`src/design/actc_pkg.sv`:
```
package actc_pkg;
  localparam int unsigned ADDR_W = 4;
  localparam logic [ADDR_W-1:0] OFS_DIS_LOW  = 4'h1;
  localparam logic [ADDR_W-1:0] OFS_CTRL_B   = 4'h3;
  localparam logic [ADDR_W-1:0] OFS_DIS_HIGH = 4'h2;
  localparam logic [ADDR_W-1:0] OFS_CTRL_A   = 4'h6;
  localparam logic [ADDR_W-1:0] OFS_IRQ_STAT = 4'h8;
  localparam logic [ADDR_W-1:0] OFS_IRQ_MASK = 4'h9;

  localparam logic [7:0] RST_BYTE   = 8'h00;
  localparam logic [7:0] CTRL_B_WMASK = 8'hDF;
  localparam logic [7:0] DIS_HIGH_WMASK = 8'hF0;
  localparam logic [7:0] CTRL_A_WMASK = 8'hA0;

  localparam int unsigned B_BIP   = 7;
  localparam int unsigned B_GAIN_UPPER_SELECT  = 6;
  localparam int unsigned B_REFH  = 4;
  localparam int unsigned B_MSB   = 3;
  localparam int unsigned B_ENA   = 7;
  localparam int unsigned B_ATE   = 5;
  localparam int unsigned B_DONE  = 4;
  localparam int unsigned B_REFPIN = 3;

  localparam int unsigned NUM_PINS = 12;
  localparam int unsigned RES_UNI  = 10;
  localparam int unsigned RES_BIP_MAG = 9;

  // Interrupt status bits
  localparam int unsigned EV_TRIG = 0;
  localparam int unsigned EV_DONE = 1;

  typedef enum logic [2:0] {
    TRG_FREE  = 3'h0,
    TRG_ACOMP = 3'h1,
    TRG_EXT0  = 3'h2,
    TRG_T0CA  = 3'h3,
    TRG_T0OV  = 3'h4,
    TRG_T0CB  = 3'h5,
    TRG_T1OV  = 3'h6,
    TRG_WDOG  = 3'h7
  } actc_trig_type;

  typedef enum logic [1:0] {
    ST_IDLE = 2'b00,
    ST_CONV = 2'b01
  } actc_state_type;

  typedef struct packed {
    logic       bipolar_input_select;
    logic       gain_upper_select;
    logic       reference_select_high;
    logic       channel_select_msb;
    logic [1:0] gain_code;
  } actc_core_cfg_type;

  typedef struct packed {
    logic [ADDR_W-1:0] addr;
    logic [7:0]        wdata;
    logic              wr;
    logic              rd;
  } actc_bus_type;
endpackage

```
`src/design/actc_trig_edge.sv`:
```
`timescale 1ns/1ps
module actc_trig_edge
  import actc_pkg::*;
(
  input  wire logic       clk,
  input  wire logic       rst,
  input  wire logic [7:0] flags,
  input  wire logic [2:0] sel,
  input  wire logic       arm,
  output logic            edge_pulse
);
  logic cur_level;
  logic prev_level_r;

  // Free running has no flag of its own, so it never yields an edge
  assign cur_level = (sel == TRG_FREE) ? 1'b0 : flags[sel];

  // Compare against the last selected level, so a source switch
  // from clear to set also registers as an edge
  assign edge_pulse = arm & cur_level & ~prev_level_r;

  always_ff @(posedge clk or posedge rst) begin
    if (rst) begin
      prev_level_r <= 1'b0;
    end else begin
      prev_level_r <= cur_level;
    end
  end
endmodule

```
`src/design/actc_top.sv`:
```
// Design decision made here: the address-and-strobe port.
`timescale 1ns/1ps
module actc_top
  import actc_pkg::*;
(
  input  wire logic                      SYS_CLK,
  input  wire logic                      SYS_RST,
  input  wire logic [actc_pkg::ADDR_W-1:0] BUS_ADDR,
  input  wire logic [7:0]                BUS_WDATA,
  input  wire logic                      BUS_WR,
  input  wire logic                      BUS_RD,
  output logic [7:0]                     BUS_RDATA,
  input  wire logic [7:0]                TRIG_FLAGS,
  input  wire logic                      CONV_DONE,
  input  wire logic                      DONE_VECTOR_ACK,
  input  wire logic [actc_pkg::NUM_PINS-1:0] PIN_RAW,
  output logic [actc_pkg::NUM_PINS-1:0]  PIN_READ,
  output logic [actc_pkg::NUM_PINS-1:0]  PIN_BUF_DISABLE,
  output logic                           CONV_START,
  output logic                           CONV_BUSY,
  output actc_pkg::actc_core_cfg_type    CORE_CFG,
  output logic                           CONV_DONE_IRQ,
  output logic                           IRQ
);
  import actc_pkg::*;

  actc_bus_type   bus;
  actc_state_type state_r;
  actc_state_type state_nxt;

  logic [7:0] ctrl_b_r;
  logic [7:0] dis_low_r;
  logic [7:0] dis_high_r;
  logic [7:0] ctrl_a_r;
  logic [7:0] irq_stat_r;
  logic [7:0] irq_mask_r;
  logic [7:0] rdata_r;
  logic       done_flag_r;
  logic       start_r;

  logic [NUM_PINS-1:0] pin_s1_r;
  logic [NUM_PINS-1:0] pin_s2_r;
  logic [7:0]          trig_s1_r;
  logic [7:0]          trig_s2_r;

  actc_core_cfg_type cfg_live;
  actc_core_cfg_type cfg_r;

  assign bus = '{addr: BUS_ADDR, wdata: BUS_WDATA, wr: BUS_WR, rd: BUS_RD};

  logic wr_ctrl_b;
  logic wr_dis_low;
  logic wr_dis_high;
  logic wr_ctrl_a;
  logic wr_stat;
  logic wr_mask;
  assign wr_ctrl_b   = bus.wr & (bus.addr == OFS_CTRL_B);
  assign wr_dis_low  = bus.wr & (bus.addr == OFS_DIS_LOW);
  assign wr_dis_high = bus.wr & (bus.addr == OFS_DIS_HIGH);
  assign wr_ctrl_a   = bus.wr & (bus.addr == OFS_CTRL_A);
  assign wr_stat     = bus.wr & (bus.addr == OFS_IRQ_STAT);
  assign wr_mask     = bus.wr & (bus.addr == OFS_IRQ_MASK);

  logic conv_ena;
  logic auto_ena;
  assign conv_ena = ctrl_a_r[B_ENA];
  assign auto_ena = ctrl_a_r[B_ATE];

  // Trigger edge detect
  logic trig_edge;
  actc_trig_edge u_edge (
    .clk        (SYS_CLK),
    .rst        (SYS_RST),
    .flags      (trig_s2_r),
    .sel        (ctrl_b_r[2:0]),
    .arm        (auto_ena & conv_ena),
    .edge_pulse (trig_edge)
  );

  logic start_req;
  assign start_req = trig_edge & (state_r == ST_IDLE);

  // Conversion tracking, so channel MSB is only applied between conversions
  always_comb begin
    state_nxt = state_r;
    unique case (state_r)
      ST_IDLE: begin
        if (start_req) begin
          state_nxt = ST_CONV;
        end
      end
      ST_CONV: begin
        if (CONV_DONE | ~conv_ena) begin
          state_nxt = ST_IDLE;
        end
      end
    endcase
  end

  // Gain code: bit 1 (high gain pair) tied low, bit 0 upper gain
  // 00 = 1x, 01 = 8x, 10 = 20x, 11 = 32x; core picks pair from channel code
  assign cfg_live.bipolar_input_select  = ctrl_b_r[B_BIP];
  assign cfg_live.gain_upper_select     = ctrl_b_r[B_GAIN_UPPER_SELECT];
  assign cfg_live.reference_select_high = ctrl_b_r[B_REFH];
  assign cfg_live.channel_select_msb    = cfg_r.channel_select_msb;
  assign cfg_live.gain_code = {1'b0, ctrl_b_r[B_GAIN_UPPER_SELECT]};

  logic msb_update;
  assign msb_update = (state_r == ST_IDLE) | CONV_DONE;

  logic [7:0] stat_set;
  always_comb begin
    stat_set = RST_BYTE;
    stat_set[EV_TRIG] = start_req;
    stat_set[EV_DONE] = CONV_DONE;
  end

  always_ff @(posedge SYS_CLK or posedge SYS_RST) begin
    if (SYS_RST) begin
      state_r <= ST_IDLE;
      start_r <= 1'b0;
    end else begin
      state_r <= state_nxt;
      start_r <= start_req;
    end
  end

  always_ff @(posedge SYS_CLK or posedge SYS_RST) begin
    if (SYS_RST) begin
      ctrl_b_r <= RST_BYTE;
    end else if (wr_ctrl_b) begin
      ctrl_b_r <= bus.wdata & CTRL_B_WMASK;
    end
  end

  always_ff @(posedge SYS_CLK or posedge SYS_RST) begin
    if (SYS_RST) begin
      cfg_r <= '0;
    end else if (msb_update) begin
      cfg_r.channel_select_msb <= ctrl_b_r[B_MSB];
    end
  end

  always_ff @(posedge SYS_CLK or posedge SYS_RST) begin
    if (SYS_RST) begin
      dis_low_r  <= RST_BYTE;
      dis_high_r <= RST_BYTE;
    end else begin
      if (wr_dis_low) begin
        dis_low_r <= bus.wdata;
      end
      if (wr_dis_high) begin
        dis_high_r <= bus.wdata & DIS_HIGH_WMASK;
      end
    end
  end

  always_ff @(posedge SYS_CLK or posedge SYS_RST) begin
    if (SYS_RST) begin
      ctrl_a_r <= RST_BYTE;
    end else if (wr_ctrl_a) begin
      ctrl_a_r <= bus.wdata & CTRL_A_WMASK;
    end
  end

  // Set wins over a same-cycle clear
  always_ff @(posedge SYS_CLK or posedge SYS_RST) begin
    if (SYS_RST) begin
      done_flag_r <= 1'b0;
    end else begin
      done_flag_r <= CONV_DONE |
        (done_flag_r & ~DONE_VECTOR_ACK &
         ~(wr_ctrl_a & bus.wdata[B_DONE]));
    end
  end

  always_ff @(posedge SYS_CLK or posedge SYS_RST) begin
    if (SYS_RST) begin
      irq_stat_r <= RST_BYTE;
      irq_mask_r <= RST_BYTE;
    end else begin
      irq_stat_r <= stat_set |
        (irq_stat_r & ~({8{wr_stat}} & bus.wdata));
      if (wr_mask) begin
        irq_mask_r <= bus.wdata;
      end
    end
  end

  // Pins come from outside the clock domain
  always_ff @(posedge SYS_CLK or posedge SYS_RST) begin
    if (SYS_RST) begin
      pin_s1_r  <= '0;
      pin_s2_r  <= '0;
      trig_s1_r <= RST_BYTE;
      trig_s2_r <= RST_BYTE;
    end else begin
      pin_s1_r  <= PIN_RAW;
      pin_s2_r  <= pin_s1_r;
      trig_s1_r <= TRIG_FLAGS;
      trig_s2_r <= trig_s1_r;
    end
  end

  // Pin order: [6:0] analogue 6..0, [7] reference pin, [11:8] analogue 10..7
  logic [NUM_PINS-1:0] dis_vec;
  assign dis_vec = {dis_high_r[7:4], dis_low_r[B_REFPIN],
                    dis_low_r[7:4], dis_low_r[2:0]};

  logic [7:0] rd_mux;
  always_comb begin
    rd_mux = RST_BYTE;
    unique case (bus.addr)
      OFS_CTRL_B:   rd_mux = ctrl_b_r & CTRL_B_WMASK;
      OFS_DIS_LOW:  rd_mux = dis_low_r;
      OFS_DIS_HIGH: rd_mux = dis_high_r;
      OFS_CTRL_A: begin
        rd_mux = ctrl_a_r;
        rd_mux[B_DONE] = done_flag_r;
      end
      OFS_IRQ_STAT: rd_mux = irq_stat_r;
      OFS_IRQ_MASK: rd_mux = irq_mask_r;
      default:      rd_mux = RST_BYTE;
    endcase
  end

  always_ff @(posedge SYS_CLK or posedge SYS_RST) begin
    if (SYS_RST) begin
      rdata_r <= RST_BYTE;
    end else begin
      rdata_r <= bus.rd ? rd_mux : RST_BYTE;
    end
  end

  logic [NUM_PINS-1:0] pin_read_r;
  always_ff @(posedge SYS_CLK or posedge SYS_RST) begin
    if (SYS_RST) begin
      pin_read_r <= '0;
    end else begin
      pin_read_r <= pin_s2_r & ~dis_vec;
    end
  end

  assign BUS_RDATA       = rdata_r;
  assign PIN_READ        = pin_read_r;
  assign PIN_BUF_DISABLE = dis_vec;
  assign CONV_START      = start_r;
  assign CONV_BUSY       = (state_r == ST_CONV);
  assign CORE_CFG        = cfg_live;
  assign CONV_DONE_IRQ   = done_flag_r;
  assign IRQ             = |(irq_stat_r & irq_mask_r);
endmodule

```
`config.mk`:
```
export PLATFORM = sky130hd
export DESIGN_NAME = actc_top
export DESIGN_NICKNAME = d
export VERILOG_FILES = /design/src/design/actc_pkg.sv /design/src/design/actc_trig_edge.sv /design/src/design/actc_top.sv
export SDC_FILE = /design/constraint.sdc
export NUM_CORES = 1
export LEC_CHECK = 0
export BUFFER_PORTS_ARGS = -buffer_cell sky130_fd_sc_hd__buf_2
export CORE_MARGIN = 1.5
export CORE_UTILIZATION = 40
export CTS_CLUSTER_SIZE = 20
export DETAILED_ROUTE_END_ITERATION = 8
export PLACE_DENSITY = 0.71
export SYNTH_ARGS = -nofsm -noshare
export SYNTH_HDL_FRONTEND = slang
export SYNTH_SLANG_ARGS = --single-unit
```
`constraint.sdc`:
```
create_clock -name SYS_CLK -period 4.1 [get_ports SYS_CLK]
set_input_delay 0.82 -clock SYS_CLK [delete_from_list [all_inputs] [get_ports SYS_CLK]]
set_output_delay 0.82 -clock SYS_CLK [all_outputs]
set_load 0.02 [all_outputs]
```
# Word-level counts from Yosys, hierarchy flattened
# Cells that the tools add are included.
dict set report word_totals {
  reg_bits 103
  latchBits 0
  mem_bits_rw 0
  romBits 0
  in_bits 38
  out_inout_bits 42
  wordCells 66
  memories 0
}
dict set report op_classes {
  add_sub_neg 0
  n_mul 0
  div 0
  n_lt_le_gt_ge 1
  n_eq_ne 9
  shift 0
  muxes 8
  n_bitwise 27
  n_reduce_logical 4
}
# cell count
set op_table {}
lappend op_table {{$pmux W8 S6} 1}
lappend op_table {{$and A8 B8 Y8} 3}
lappend op_table {{$and A1 B1 Y1} 13}
lappend op_table {{$and A12 B12 Y12} 1}
lappend op_table {{$not A12 Y12} 1}
lappend op_table {{$eq A4 B2 Y1 const B} 2}
lappend op_table {{$eq A4 B4 Y1 const B} 2}
lappend op_table {{$mux W8} 1}
lappend op_table {{$not A8 Y8} 1}
lappend op_table {{$or A2 B8 Y8} 1}
lappend op_table {{$reduce_or A8 Y1} 1}
lappend op_table {{$eq A4 B1 Y1 const B} 1}
lappend op_table {{$eq A4 B3 Y1 const B} 1}
lappend op_table {{$lt A3 B4 Y1 const B} 1}
lappend op_table {{$mux W2} 2}
lappend op_table {{$not A1 Y1} 4}
lappend op_table {{$pmux W2 S2} 1}
lappend op_table {{$bmux W1 S3} 1}
lappend op_table {{$logic_not A3 Y1} 1}
lappend op_table {{$or A1 B1 Y1} 3}
lappend op_table {{$eq A2 B1 Y1 const B} 1}
lappend op_table {{$logic_not A2 Y1} 1}
lappend op_table {{$mux W1} 2}
lappend op_table {{$ne A2 B1 Y1 const B} 1}
lappend op_table {{2 further kinds} 2}

# Depth between registers and ports, before layout
dict set report logic_depth {
  word_depth 8
  mapped_depth 5
  depth_no_buf 3
}

# By module
# Synthesis repeated with hierarchy kept, for this count alone.
dict set report hier_totals {
  hier_cells 258
  hier_area_um2 3978.8
}
# mod n_inst cells_each area_per_inst_um2 seq_area_each_um2
set by_module_without_submodules {}
lappend by_module_without_submodules {actc_top 1 249 3877.5 2527.4}
lappend by_module_without_submodules {actc_trig_edge 1 9 101.3 25.0}

# Least setup slack after synthesis
# OpenSTA, ideal clock, no wires.
dict set report synth_timing {
  kind {in2reg}
  start {input port BUS_ADDR[2] (netlist bit)}
  end {register ctrl_b_r[0]}
  setup_ns 0.125
  t_arrival_ns 1.803
  required_time_ns 3.975
  slack_ns 2.172
  path_stages 5
  path_buffers 2
  path_cell_list {buf_4 nor2_4 and4_1 buf_4 mux2_2}
}
dict set report synth_between {
  elab_chain_len 2
}
# element line
set synth_lines {}
lappend synth_lines {{start: declaration} actc_top.sv:8} ;# input wire logic [actc_pkg::ADDR_W-1:0] BUS_ADDR,
lappend synth_lines {{$eq A4 B2 Y1} actc_top.sv:57} ;# assign wr_ctrl_b = bus.wr & (bus.addr == OFS_CTRL_B);
lappend synth_lines {{$and A1 B1 Y1} actc_top.sv:57}
lappend synth_lines {{end signal: assignment} actc_top.sv:132} ;# ctrl_b_r <= bus.wdata & CTRL_B_WMASK;
lappend synth_lines {{end: declaration} actc_top.sv:31} ;# logic [7:0] ctrl_b_r;
# No other way between the ends.
# A chain may end at the register's enable or synchronous reset.

# Final worst setup path
dict set report layout_timing {
  start {register irq_stat_r[3]}
  end {output port IRQ}
}
dict set report layout_between {
  elab_chain_len 2
}
# element line
set layout_lines {}
lappend layout_lines {{start: declaration} actc_top.sv:35} ;# logic [7:0] irq_stat_r;
lappend layout_lines {{start signal: assignment} actc_top.sv:182} ;# irq_stat_r <= stat_set |
lappend layout_lines {{$and A8 B8 Y8} actc_top.sv:251} ;# assign IRQ = |(irq_stat_r & irq_mask_r);
lappend layout_lines {{$reduce_or A8 Y1} actc_top.sv:251}
lappend layout_lines {{end: declaration} actc_top.sv:23} ;# output logic IRQ
# No other way between the ends.

==> run summary <==
* complete, no violations — run status
* 16.01% — signed area change from the synthesized netlist to the final layout
* 472 — final standard cell count with taps included and fillers excluded
* 16.8% — share of total power in combinational logic
* 774.2 ps — actual slew at the worst max-slew pin
* 2730 ps — slack of the worst reg-to-reg path
* 204 — first-iteration detailed-routing DRC count
* reg2out — Setup Crit Path Kind
* 0.2063 mV — maximum ir drop on the vdd rail
* 0.001502 W — Internal Dissipation
* 0 ps — Post-Route Setup TNS
* 2372 — vias in the first global route
* 7.809 mm — Detailed Route WL
* IRQ — Worst Setup EP
* 1340 ps — WP data arrival
* 456 — count of placed standard cells including taps
* 0 — diodes inserted
* 462.0 MHz — highest clock frequency the design can meet
* 0 — # Post-CTS Setup Buffers
* 1757 ps — Worst Setup Slack post-DPL
* 0 — Hold Vio Cnt, Final
* sky130_fd_sc_hd__clkbuf_8 — clock root buffer master
* 0 — initial antenna violation count
* 3 — H-tree levels
* sky130_fd_sc_hd__dfrtp_1 — most frequent standard cell in the layout excluding fill and tap cells
* built — clock tree from TritonCTS
* ctrl_b_r[0] — start of the worst register-to-register path
* 0 — max-cap viol count
* register — sort of element at the start of the critical path
* 48.39% — relative slew slack
* 0 — GRT overflow
* 0 — Antenna Nets Post-Route
* 0.8405 — final RePlAce weighted congestion
* 29.83% — share of total power consumed by net switching
* irq_stat_r[3] — beginning of the critical path
* 100 x sky130_fd_sc_hd__dfrtp_1, 77 x sky130_fd_sc_hd__buf_2, 15 x sky130_fd_sc_hd__nor2b_1, 15 x sky130_fd_sc_hd__mux2_2, 12 x sky130_fd_sc_hd__nand3b_1 — commonest cells after routing, fill and taps aside
* 2 — maximum clock insertion buffer count
* 77 — input/output buffers
* 0 — DRC errors left
* 14.58 sq um — mean area per synthesized cell
* 13.14 ps — worst clock skew
* 0.0006385 W — switching power
* 100 — Sinks on Clock Net
* 267 — post-synthesis cell count
* 4 — detailed-router iteration count before antenna repair
* 46 — number of library cell types mapped by synthesis
* 3 — Max Fanout on Critical Path
* 35 — site row count
* 370 ps — clock latency on the worst-skew pair
* 12.18 mm — first-pass GRT wire length
* false — unrepaired setup endpoints after global routing
* 64.29% — post-synthesis sequential area ratio
* 818 — total of fill cells in the finished design
* 474.0 nW/um^2 — Pwr per Cell Area
* 2372 — Vias
* 305 — number of nets produced by synthesis
* 354.6 ps — worst slack on hold paths
* 2.056 nW — Leakage
* state_r[0] — end of the worst register-to-register path
* 5.025 — Via-to-Cell Ratio
* 9 — total CTS buffers
* 52.79% — share of the cycle needed by the critical path after routing
* 376 — Post-layout nets
* 101.6 um — height of the die
* 9328 sq um — Placeable Area
* 15.85% — global-route usage over all layers
* 0 — Resized Gates After CTS
* 101.6 um — horizontal extent of the die
* 100 — Yosys reg bits
* output port — critical path endpoint category
* 16.54 um — average wire length per cell after detail routing
* 65 — pin count of the biggest net entering global routing
* 48.41% — share of the core filled with cells
* 90 ps — post-CTS clock slew at the launch and capture registers of the worst setup and hold paths
* 37.03% — fraction of final layout cells sized beyond drive strength 1
* 3280 ps — Required @ worst endpoint
* 3 — cell count of the worst reg-to-reg path
* 55.7% — part of the total power dissipated in sequential elements
* 10330 sq um — die area
* 0 — max-slew violation count
* 5.441 mm — detailed placer's ending HPWL
* reg2reg — path type of the worst min-delay path
* 0 — cts hold-fix bufs
* 80 — number of primary I/O pins
* 0 — Yosys warnings
* 41.73% — effective utilization at floorplan
* 1936 ps — Final WS setup
* 2164 ps — post-layout min period
* 27.4% — clock network fraction of total power
* 0 — setup violators final
* 3892 sq um — area of the mapped netlist
-- state kept, by name, indices dropped and copies added, names as in the netlist, 8 cells and up --
signal / flops
irq_stat_r: 8
dis_low_r: 8
PIN_READ: 12
irq_mask_r: 8
BUS_RDATA: 8
pin_s1_r: 12
pin_s2_r: 12
-- worst max-delay path, stage by stage (launching register included) --
cell and delay (ps):
sky130_fd_sc_hd__dfrtp_1 410, sky130_fd_sc_hd__a22oi_1 200, sky130_fd_sc_hd__nand4_1 170, sky130_fd_sc_hd__buf_2 200
-- power by group through the flow --
stage	clock, W	combinational, W	sequential (W)
floorplan	0	0.000198	0.00125
global placement	0	0.000354	0.00121
detailed placement	0	0.000364	0.00121
CTS	0.000605	0.000365	0.00119
global route	0.000645	0.000389	0.00121
finish	0.000587	0.000360	0.00119
-- area by class of cell --
| class | instances | area [sq um] | share of cell area (%) |
|---|---|---|---|
| sequential | 100 | 2502 | 55.42 |
| multi-input combinational | 145 | 1252 | 27.74 |
| timing repair buffer | 79 | 400.4 | 8.867 |
| tap | 129 | 161.4 | 3.574 |
| clock buffer | 11 | 141.4 | 3.131 |
| clock inverter | 5 | 43.79 | 0.9698 |
| inverter | 3 | 13.76 | 0.3048 |
-- cell usage after synthesis, drive strengths merged --
| master | n | area share (%) |
|---|---|---|
| o21ba | 1 | 0.26 |
| and4 | 1 | 0.23 |
| nand4 | 3 | 0.48 |
| mux2i | 3 | 0.77 |
| mux4 | 1 | 0.58 |
| o31a | 2 | 0.45 |
| a21oi | 8 | 1.0 |
| nand2b | 1 | 0.16 |
| o2bb2ai | 1 | 0.23 |
| and2b | 1 | 0.26 |
| conb | 1 | 0.096 |
| or4bb | 1 | 0.29 |
| nor2b | 16 | 2.6 |
| clkbuf | 3 | 0.32 |
| nand4bb | 7 | 2.0 |
| mux2 | 30 | 9.1 |
| dfrtp | 100 | 64 |
| nand4b | 7 | 1.6 |
| buf | 16 | 2.9 |
| nand3 | 4 | 1.1 |
| a21o | 7 | 1.4 |
| nor2 | 3 | 0.48 |
| a31o | 1 | 0.23 |
| nand3b | 12 | 2.3 |
| and3 | 2 | 0.32 |
| and4bb | 2 | 0.64 |
| nor4b | 1 | 0.39 |
| nand2 | 4 | 0.39 |
| a211o | 1 | 0.23 |
| and3b | 2 | 0.45 |
| o21ai | 2 | 0.26 |
| a31oi | 2 | 0.32 |
| a22oi | 9 | 1.7 |
| o211ai | 1 | 0.32 |
| a21boi | 8 | 1.5 |
| inv | 3 | 0.29 |
-- worst min-delay path by stage --
stage	startpoint	depth (start not counted)	end
after global routing	pin_s1_r[6]	0	pin_s2_r[6]
after CTS	pin_s1_r[0]	0	pin_s2_r[0]
after floorplan	pin_s1_r[0]	0	pin_s2_r[0]
after global placement	pin_s1_r[1]	0	pin_s2_r[1]
final	pin_s1_r[1]	0	pin_s2_r[1]
after detailed placement	pin_s1_r[0]	0	pin_s2_r[0]
-- metrics by stage --
step / instance area, sq um / power (W)
2_1_floorplan: 3892 / 0.001445
3_3_place_gp: 4330 / 0.001563
3_5_place_dp: 4330 / 0.001578
4_1_cts: 4516 / 0.002165
5_1_grt: 4516 / 0.002243
6_report: 4516 / 0.002140
-- cells by family (layout without fill, tap and decap cells) --
kind of cell           after synthesis  count (layout)  share of synthesized area, %
AND/OR/NAND/NOR                     67              67                         13.73
AO/OA/AOI/OAI                       43              43                         7.939
flip-flops                         100             100                         64.29
other                                1               1                       0.09634
multiplexers                        34              34                         10.41
buffers and inverters               22              98                         3.536
-- per-layer routing --
metal	track usage (%)	wire length, um	part of all wire (%)
met1	21.61	3449	44
met4	7.051	138	1.8
met5	0	0	0
met3	3.244	376	4.8
met2	24.56	3845	49
Power figures use the tool's default switching activity.
